--- src/verilog/msgbuf_status_pkg.sv ---
package msgbuf_status_pkg;

  // Register bus geometry
  localparam int unsigned AXI_ADDR_WIDTH = 8;
  localparam int unsigned AXI_DATA_WIDTH = 32;
  localparam int unsigned REG_WIDTH = 16;

  // Register byte offsets
  localparam logic [7:0] OFFSET_VECTOR = 8'h10;
  localparam logic [7:0] OFFSET_CHAN_A = 8'h14;
  localparam logic [7:0] OFFSET_CHAN_B = 8'h18;
  localparam logic [7:0] OFFSET_PROTOCOL = 8'h28;

  // Reset values
  localparam logic [15:0] VECTOR_RESET = 16'h0000;
  localparam logic [15:0] COUNT_RESET = 16'h0000;
  localparam logic [15:0] PROTOCOL_RESET = 16'h0000;

  // Vector register layout
  localparam int unsigned VEC_WIDTH = 7;
  localparam int unsigned TX_VEC_LSB = 8;
  localparam int unsigned RX_VEC_LSB = 0;

  // Protocol status layout
  localparam int unsigned FAULT_LSB = 14;
  localparam int unsigned SLOT_LSB = 12;
  localparam int unsigned POC_LSB = 8;
  localparam int unsigned BOOT_LSB = 4;
  localparam int unsigned WAKE_LSB = 0;
  localparam logic [15:0] PROTOCOL_MASK = 16'hF7F7;

  // Field codes
  localparam logic [1:0] FAULT_ACTIVE = 2'h0;
  localparam logic [1:0] FAULT_PASSIVE = 2'h1;
  localparam logic [1:0] FAULT_COMM_HALT = 2'h2;
  localparam logic [1:0] SLOT_SINGLE = 2'h0;
  localparam logic [1:0] SLOT_ALL_PENDING = 2'h1;
  localparam logic [1:0] SLOT_ALL = 2'h2;
  localparam logic [2:0] POC_DEFAULT_CONFIG = 3'h0;
  localparam logic [2:0] POC_CONFIG = 3'h1;
  localparam logic [2:0] POC_WAKEUP = 3'h2;
  localparam logic [2:0] POC_READY = 3'h3;
  localparam logic [2:0] POC_NORMAL_PASSIVE = 3'h4;
  localparam logic [2:0] POC_NORMAL_ACTIVE = 3'h5;
  localparam logic [2:0] POC_HALT = 3'h6;
  localparam logic [2:0] POC_STARTUP = 3'h7;
  localparam logic [3:0] BOOT_COLD_COLLISION = 4'h2;
  localparam logic [3:0] BOOT_COLD_LISTEN = 4'h3;
  localparam logic [3:0] BOOT_INTEG_CONSISTENCY = 4'h4;
  localparam logic [3:0] BOOT_INTEG_LISTEN = 4'h5;
  localparam logic [3:0] BOOT_INIT_SCHEDULE = 4'h7;
  localparam logic [2:0] WAKE_RX_HEADER = 3'h1;
  localparam logic [2:0] WAKE_RX_WAKEUP = 3'h2;
  localparam logic [2:0] WAKE_COLL_HEADER = 3'h3;
  localparam logic [2:0] WAKE_COLL_WAKEUP = 3'h4;
  localparam logic [2:0] WAKE_COLL_UNKNOWN = 3'h5;
  localparam logic [2:0] WAKE_TRANSMITTED = 3'h6;

  // Bus responses
  localparam logic [1:0] RESP_OKAY = 2'h0;
  localparam logic [1:0] RESP_SLVERR = 2'h2;

endpackage

--- src/verilog/msgbuf_vector_and_protocol_status.sv ---
`timescale 1ns/1ps
module msgbuf_vector_and_protocol_status
  import msgbuf_status_pkg::*;
#(
  parameter int unsigned NUM_BUFFERS = 64,
  parameter int unsigned COUNT_WIDTH = 16
) (
  input wire logic clock,
  input wire logic sys_rst,
  // Per-buffer interrupt state
  input wire logic [NUM_BUFFERS-1:0] buffer_irq_flag,
  input wire logic [NUM_BUFFERS-1:0] buffer_irq_enable,
  input wire logic [NUM_BUFFERS-1:0] buffer_is_tx,
  // Slot status, channel A
  input wire logic slot_end_a,
  input wire logic syntax_error_a,
  input wire logic content_error_a,
  input wire logic boundary_error_a,
  input wire logic tx_conflict_a,
  // Slot status, channel B
  input wire logic slot_end_b,
  input wire logic syntax_error_b,
  input wire logic content_error_b,
  input wire logic boundary_error_b,
  input wire logic tx_conflict_b,
  // Protocol engine state
  input wire logic [1:0] fault_mode_field,
  input wire logic [1:0] slot_policy_field,
  input wire logic [2:0] poc_state_field,
  input wire logic [3:0] boot_substate_field,
  input wire logic [2:0] wake_outcome_field,
  // Registered results for neighbouring logic
  output logic [VEC_WIDTH-1:0] tx_vector_field,
  output logic [VEC_WIDTH-1:0] rx_vector_field,
  output logic [COUNT_WIDTH-1:0] chan_a_error_count,
  output logic [COUNT_WIDTH-1:0] chan_b_error_count,
  output logic [REG_WIDTH-1:0] protocol_status_0,
  output logic engine_halted,
  // AXI4-Lite slave
  input wire logic [AXI_ADDR_WIDTH-1:0] s_axi_awaddr,
  input wire logic [2:0] s_axi_awprot,
  input wire logic s_axi_awvalid,
  output logic s_axi_awready,
  input wire logic [AXI_DATA_WIDTH-1:0] s_axi_wdata,
  input wire logic [3:0] s_axi_wstrb,
  input wire logic s_axi_wvalid,
  output logic s_axi_wready,
  output logic [1:0] s_axi_bresp,
  output logic s_axi_bvalid,
  input wire logic s_axi_bready,
  input wire logic [AXI_ADDR_WIDTH-1:0] s_axi_araddr,
  input wire logic [2:0] s_axi_arprot,
  input wire logic s_axi_arvalid,
  output logic s_axi_arready,
  output logic [AXI_DATA_WIDTH-1:0] s_axi_rdata,
  output logic [1:0] s_axi_rresp,
  output logic s_axi_rvalid,
  input wire logic s_axi_rready
);

  typedef enum logic [1:0] {
    READ_IDLE = 2'b01,
    READ_ANSWER = 2'b10
  } read_state_type;

  typedef enum logic [1:0] {
    WRITE_COLLECT = 2'b01,
    WRITE_ANSWER = 2'b10
  } write_state_type;

  typedef struct packed {
    read_state_type read_state;
    write_state_type write_state;
    logic aw_held;
    logic w_held;
    logic [AXI_ADDR_WIDTH-1:0] aw_addr;
    logic [1:0] bresp;
    logic [AXI_DATA_WIDTH-1:0] rdata;
    logic [1:0] rresp;
    logic [VEC_WIDTH-1:0] tx_vector;
    logic [VEC_WIDTH-1:0] rx_vector;
    logic [REG_WIDTH-1:0] protocol_status;
  } state_type;

  state_type state;
  state_type next_state;
  logic [COUNT_WIDTH-1:0] count_a;
  logic [COUNT_WIDTH-1:0] count_b;
  logic [NUM_BUFFERS-1:0] pending;
  logic [NUM_BUFFERS-1:0] tx_pending;
  logic [NUM_BUFFERS-1:0] rx_pending;

  // Fixed priority: the lowest set index, zero when none is set
  function automatic logic [VEC_WIDTH-1:0] lowest_buffer(
    input logic [NUM_BUFFERS-1:0] request
  );
    logic [VEC_WIDTH-1:0] index;
    index = '0;
    for (int i = int'(NUM_BUFFERS) - 1; i >= 0; i--) begin
      if (request[i]) begin
        index = VEC_WIDTH'(i);
      end
    end
    return index;
  endfunction

  // Byte lane bits are ignored: each register is one aligned word
  function automatic logic [7:0] word_of(
    input logic [AXI_ADDR_WIDTH-1:0] addr
  );
    return {addr[7:2], 2'b00};
  endfunction

  // Word-aligned decode shared by the read and write paths
  function automatic logic is_mapped(
    input logic [AXI_ADDR_WIDTH-1:0] addr
  );
    logic [7:0] word;
    word = word_of(addr);
    return (word == OFFSET_VECTOR) || (word == OFFSET_CHAN_A) ||
      (word == OFFSET_CHAN_B) || (word == OFFSET_PROTOCOL);
  endfunction

  function automatic logic [REG_WIDTH-1:0] reg_value(
    input logic [AXI_ADDR_WIDTH-1:0] addr,
    input state_type current,
    input logic [COUNT_WIDTH-1:0] tally_a,
    input logic [COUNT_WIDTH-1:0] tally_b
  );
    logic [7:0] word;
    logic [REG_WIDTH-1:0] value;
    word = word_of(addr);
    value = '0;
    if (word == OFFSET_VECTOR) begin
      value[TX_VEC_LSB +: VEC_WIDTH] = current.tx_vector;
      value[RX_VEC_LSB +: VEC_WIDTH] = current.rx_vector;
    end else if (word == OFFSET_CHAN_A) begin
      value = REG_WIDTH'(tally_a);
    end else if (word == OFFSET_CHAN_B) begin
      value = REG_WIDTH'(tally_b);
    end else if (word == OFFSET_PROTOCOL) begin
      value = current.protocol_status;
    end
    return value;
  endfunction

  // Reserved codes pass through unchanged; the unused bits stay clear
  function automatic logic [REG_WIDTH-1:0] pack_status(
    input logic [1:0] fault,
    input logic [1:0] slot,
    input logic [2:0] poc,
    input logic [3:0] boot,
    input logic [2:0] wake
  );
    logic [REG_WIDTH-1:0] status;
    status = '0;
    status[FAULT_LSB +: 2] = fault;
    status[SLOT_LSB +: 2] = slot;
    status[POC_LSB +: 3] = poc;
    status[BOOT_LSB +: 4] = boot;
    status[WAKE_LSB +: 3] = wake;
    return status & PROTOCOL_MASK;
  endfunction

  assign pending = buffer_irq_flag & buffer_irq_enable;
  assign tx_pending = pending & buffer_is_tx;
  assign rx_pending = pending & ~buffer_is_tx;

  slot_error_counter #(
    .COUNT_WIDTH(COUNT_WIDTH)
  ) counter_a (
    .clock(clock),
    .sys_rst(sys_rst),
    .slot_end(slot_end_a),
    .syntax_error(syntax_error_a),
    .content_error(content_error_a),
    .boundary_error(boundary_error_a),
    .tx_conflict(tx_conflict_a),
    .count(count_a)
  );

  slot_error_counter #(
    .COUNT_WIDTH(COUNT_WIDTH)
  ) counter_b (
    .clock(clock),
    .sys_rst(sys_rst),
    .slot_end(slot_end_b),
    .syntax_error(syntax_error_b),
    .content_error(content_error_b),
    .boundary_error(boundary_error_b),
    .tx_conflict(tx_conflict_b),
    .count(count_b)
  );

  always_comb begin
    next_state = state;

    // Vectors follow the buffer flags one cycle later
    next_state.tx_vector = lowest_buffer(tx_pending);
    next_state.rx_vector = lowest_buffer(rx_pending);

    // Mirror of the protocol engine, reserved codes passed as given
    next_state.protocol_status = pack_status(fault_mode_field,
      slot_policy_field, poc_state_field, boot_substate_field,
      wake_outcome_field);

    // Write channel: address and data accepted in either order
    unique case (state.write_state)
      WRITE_COLLECT: begin
        if (s_axi_awvalid && !state.aw_held) begin
          next_state.aw_held = 1'b1;
          next_state.aw_addr = s_axi_awaddr;
        end
        if (s_axi_wvalid && !state.w_held) begin
          next_state.w_held = 1'b1;
        end
        if (next_state.aw_held && next_state.w_held) begin
          // Data is dropped: every register here is read-only
          next_state.write_state = WRITE_ANSWER;
          next_state.bresp = is_mapped(next_state.aw_addr) ?
            RESP_OKAY : RESP_SLVERR;
        end
      end
      WRITE_ANSWER: begin
        if (s_axi_bready) begin
          next_state.write_state = WRITE_COLLECT;
          next_state.aw_held = 1'b0;
          next_state.w_held = 1'b0;
        end
      end
    endcase

    // Read channel: answer one cycle after the address is taken
    unique case (state.read_state)
      READ_IDLE: begin
        if (s_axi_arvalid) begin
          next_state.read_state = READ_ANSWER;
          next_state.rdata = AXI_DATA_WIDTH'(
            reg_value(s_axi_araddr, state, count_a, count_b));
          next_state.rresp = is_mapped(s_axi_araddr) ?
            RESP_OKAY : RESP_SLVERR;
        end
      end
      READ_ANSWER: begin
        if (s_axi_rready) begin
          next_state.read_state = READ_IDLE;
        end
      end
    endcase
  end

  always_ff @(posedge clock) begin
    if (sys_rst) begin
      state.read_state <= READ_IDLE;
      state.write_state <= WRITE_COLLECT;
      state.aw_held <= 1'b0;
      state.w_held <= 1'b0;
      state.aw_addr <= '0;
      state.bresp <= RESP_OKAY;
      state.rdata <= '0;
      state.rresp <= RESP_OKAY;
      state.tx_vector <= VECTOR_RESET[TX_VEC_LSB +: VEC_WIDTH];
      state.rx_vector <= VECTOR_RESET[RX_VEC_LSB +: VEC_WIDTH];
      state.protocol_status <= PROTOCOL_RESET;
    end else begin
      state <= next_state;
    end
  end

  assign tx_vector_field = state.tx_vector;
  assign rx_vector_field = state.rx_vector;
  assign chan_a_error_count = count_a;
  assign chan_b_error_count = count_b;
  assign protocol_status_0 = state.protocol_status;
  assign engine_halted =
    (state.protocol_status[POC_LSB +: 3] == POC_HALT);

  assign s_axi_awready = (state.write_state == WRITE_COLLECT) &&
    !state.aw_held;
  assign s_axi_wready = (state.write_state == WRITE_COLLECT) &&
    !state.w_held;
  assign s_axi_bvalid = (state.write_state == WRITE_ANSWER);
  assign s_axi_bresp = state.bresp;
  assign s_axi_arready = (state.read_state == READ_IDLE);
  assign s_axi_rvalid = (state.read_state == READ_ANSWER);
  assign s_axi_rdata = state.rdata;
  assign s_axi_rresp = state.rresp;

endmodule

--- src/verilog/slot_error_counter.sv ---
`timescale 1ns/1ps
module slot_error_counter
  import msgbuf_status_pkg::*;
#(
  parameter int unsigned COUNT_WIDTH = 16
) (
  input wire logic clock,
  input wire logic sys_rst,
  input wire logic slot_end,
  input wire logic syntax_error,
  input wire logic content_error,
  input wire logic boundary_error,
  input wire logic tx_conflict,
  output logic [COUNT_WIDTH-1:0] count
);

  typedef struct packed {
    logic [COUNT_WIDTH-1:0] count;
  } counter_state_type;

  counter_state_type state;
  counter_state_type next_state;

  always_comb begin
    next_state = state;
    // One step per evaluated slot or segment with any error indicator
    if (slot_end && (syntax_error || content_error || boundary_error ||
        tx_conflict)) begin
      next_state.count = state.count + COUNT_WIDTH'(1);
    end
  end

  always_ff @(posedge clock) begin
    if (sys_rst) begin
      state.count <= COUNT_WIDTH'(COUNT_RESET);
    end else begin
      state <= next_state;
    end
  end

  assign count = state.count;

endmodule
--- config.mk ---
export PLATFORM = sky130hd
export DESIGN_NAME = msgbuf_vector_and_protocol_status
export DESIGN_NICKNAME = d
export VERILOG_FILES = /design/src/verilog/msgbuf_status_pkg.sv /design/src/verilog/msgbuf_vector_and_protocol_status.sv /design/src/verilog/slot_error_counter.sv
export SDC_FILE = /design/constraint.sdc
export NUM_CORES = 1
export LEC_CHECK = 0
export BUFFER_PORTS_ARGS = -buffer_cell sky130_fd_sc_hd__clkbuf_2
export CAP_MARGIN = 10
export CORE_AREA = 3 3 147 149
export CTS_CLUSTER_SIZE = 12
export DETAILED_ROUTE_END_ITERATION = 8
export DIE_AREA = 0 0 150 152
export GPL_ROUTABILITY_DRIVEN = 1
export PLACE_DENSITY = 0.68
export SYNTH_ARGS = -nofsm -noshare
export SYNTH_HDL_FRONTEND = slang
export SYNTH_SLANG_ARGS = --single-unit
--- constraint.sdc ---
create_clock -name clock -period 1.5 [get_ports clock]
set_input_delay 0.075 -clock clock [delete_from_list [all_inputs] [get_ports clock]]
set_output_delay 0.075 -clock clock [all_outputs]
set_load 0.01 [all_outputs]
==> impl_metrics.json <==
{
  "cap_violations": 0,
  "cp.required_ps": 1700,
  "hp-class": "primary input to flip-flop",
  "clock-sinks": 88,
  "synth_edf_count": 0,
  "max_stage_delay_ps": 320,
  "htreeDepth": 3,
  "avgSynthCellArea_um2": 7.500,
  "dr_total_vias": 7968,
  "synth_top_area_frac": 0.2678,
  "period_needed_ps": 1467,
  "ys_seq_area_frac": 0.2678,
  "synthesis.area_um2": 6578,
  "power.total_w": 0.006748,
  "synth_compound_area_frac": 0.1801,
  "fillers": 2077,
  "row_count": 52,
  "peakVddDrop_mv": 0.5086,
  "ys.flop_type": "dfxtp_1",
  "diodes": 0,
  "root_buffer": "clkbuf_16",
  "syn_to_final_growth_pct": 45.01,
  "yosys.area_share.adder": 0.003804,
  "status": "completed",
  "synth_cells": 877,
  "design_area_um2": 9538,
  "drc_errors": 0,
  "setup_viol": 0,
  "wire_per_inst_um": 16.63,
  "grt_pass1_wl_um": 39240,
  "clk_latency_ps": 350,
  "dp_cells": 1523,
  "worst_slew_pin_slew_ps": 786.6,
  "grt_pass1_vias": 7729,
  "hold_viol_final": 0,
  "fin_util": 0.4699,
  "place.gp.congestion": 0.9267,
  "nets": 1572,
  "synth-simple-area-share": 0.3905,
  "async_reset_ff_frac": 0,
  "crit_slowest_cell": "dfxtp_2",
  "ios": 385,
  "drv_slew": 0,
  "antenna_found_initial": 0,
  "instances_no_fill": 1564,
  "finalClockSkew_ps": 7.194,
  "synth.most_common_cell": "nor2_1",
  "final_layout_size_suffix_gt1_frac": 0.3794,
  "yosysUniqueCellTypes": 72,
  "clock_path_buffers": 2,
  "ant_nets": 0,
  "netlist_top_cells_count": "95 x nor2_1, 88 x dfxtp_1, 87 x nand2_1, 79 x nand3_1, 66 x buf_4",
  "grt_overflow": 0,
  "core-area_um2": 20300,
  "critPathArrivalTime_ps": 1670,
  "path_clk_slew_ps": 60,
  "die_h_um": 152,
  "critPathLaunchType": "flip-flop",
  "dieArea_um2": 22800,
  "end_kind": "flip-flop",
  "numCtsBuffers": 9,
  "floorplan.initialDensity": 0.3240,
  "p_leak_nw": 4.675,
  "reg2reg_setup_slack_ps": 30,
  "setup_tns_ps": 0,
  "synthTopCellsByArea": "dfxtp_1 27%, buf_4 7.5%, nand3_1 6.0%, nor2_1 5.4%, nand2_1 5.0%",
  "synth-xor-area-share": 0.03329,
  "die_width_um": 150,
  "synth.mux.area_fraction": 0.03196,
  "path_class": "flip-flop to flip-flop",
  "synth_top_family_by_area": "simple AND/OR/NAND/NOR gates",
  "period_share": 0.9781,
  "dp_hpwl_um": 22060,
  "fmax_mhz": 681.6,
  "grt_max_degree": 75,
  "ys.warnings.count": 0,
  "dr.first_iter.drc_count": 398,
  "totalWireLength_um": 26010,
  "place_area_um2": 8965,
  "worstPathMaxFanout": 3,
  "synth_seq_cells": 88,
  "rsz0062_at_grt": "true",
  "cellPowerDensity_nw_per_um2": 707.5,
  "portBuffers": 316,
  "synth_largest_area_cell": "dfxtp_1",
  "slew_headroom": 0.4756,
  "cts_tree": "built",
  "grtUsageTotal": 0.2156,
  "via_per_inst": 5.095,
  "cp_cell_sequence": "and4_1 -> nand4_1 -> nor3_2 -> buf_4 -> xnor2_2 -> nor2_1",
  "firstDrtPassIters": 6
}
==> flip-flops by register name (all words and copies together) (netlist names) <==
name / flops
counter_a.count: 16
counter_b.count: 16
protocol_status_0: 14
s_axi_bresp: 1
tx_vector_field: 6
state: 12
s_axi_rresp: 1
s_axi_rdata: 16
rx_vector_field: 6
==> metal layers <==
layer  track usage  vias up  wire, um
li1              -     3994         -
met1        0.2509     3612     10190
met2        0.3901      318     13060
met3       0.03813       44      1964
met4       0.07974        0       795
met5             0        -         0
==> cell usage in the layout, fill, tap and decap left out, types with 5 or more instances in the layout <==
| cell type | count |
|---|---|
| nand3_1 | 78 |
| o211ai_1 | 12 |
| nand2_1 | 87 |
| clkbuf_2 | 316 |
| and3b_1 | 25 |
| mux2i_1 | 21 |
| conb_1 | 22 |
| dfxtp_2 | 8 |
| nor2b_1 | 28 |
| nand2b_1 | 16 |
| xnor2_1 | 5 |
| o21ai_0 | 38 |
| nand4_1 | 20 |
| nor4_1 | 9 |
| a41oi_1 | 6 |
| xor2_1 | 19 |
| buf_4 | 124 |
| a221oi_1 | 16 |
| dfxtp_1 | 80 |
| or3_1 | 6 |
| a21oi_1 | 19 |
| nor3_1 | 28 |
| nor2_1 | 93 |
| a31oi_1 | 10 |
| clkbuf_16 | 9 |
| dlygate4sd3_1 | 22 |
| inv_1 | 10 |
| nand3b_1 | 30 |
| and2_1 | 8 |
| a211oi_1 | 13 |
| and3_1 | 23 |
==> cell families after synthesis <==
logic type / Yosys count
flip-flops: 88
other: 1
AO/OA/AOI/OAI: 168
buffers and inverters: 94
AND/OR/NAND/NOR: 478
XOR/XNOR: 25
multiplexers: 21
adder cells (fa/ha/maj): 2
==> timing repair <==
action,4_1_cts,5_1_grt
gates cloned,0,0
pin swaps,1,6
setup endpoints to repair,2,11
endpoints found under the hold margin,23,0
buffers inserted,1,2
hold buffers,22,0
resized for setup,0,17
==> worst max-delay path: cells and delay by family (launching register included) <==
| family | cells | cell delay [ps] |
|---|---|---|
| and+or+nand+nor | 4 | 730 |
| xor gates and xnor gates | 1 | 100 |
| DFF | 1 | 320 |
| buffers and inverters | 1 | 170 |
==> stage by stage <==
stage / hold slack [ps] / worst slack, ps
detailed placement: 289.7 / -282.8
global route: 11.38 / -121.7
finish: 5.629 / 32.86
floorplan: 203.2 / -35.24
CTS: 0.3544 / 3.854
global placement: 288.2 / -331.4
==> power by group <==
part	switching, W	total [W]	internal (W)
Clock	0.000983	0.00216	0.00117
Sequential	0.000101	0.00256	0.00246
Combinational	0.00104	0.00203	0.000991
==> path summary, 6_finish.rpt <==
check | depth (start not counted) | to | from
hold / removal | 3 | state[73] | s_axi_awaddr[7]
hold reg to reg | 2 | s_axi_rdata[11] | s_axi_rdata[11]
setup / recovery | 6 | counter_b.count[11] | counter_b.count[3]
setup reg to reg | 6 | counter_b.count[11] | counter_b.count[3]
==> layout make-up <==
type,count,area [um2],share of cell area
multi-input combinational,716,4335,0.4545
timing repair buffer,464,2773,0.2907
sequential,88,1772,0.1858
tap,270,337.8,0.03542
clock buffer,10,239.0,0.02506
clock inverter,6,43.79,0.004591
inverter,10,37.54,0.003935
Note: power is estimated with default switching activity, not from simulation.
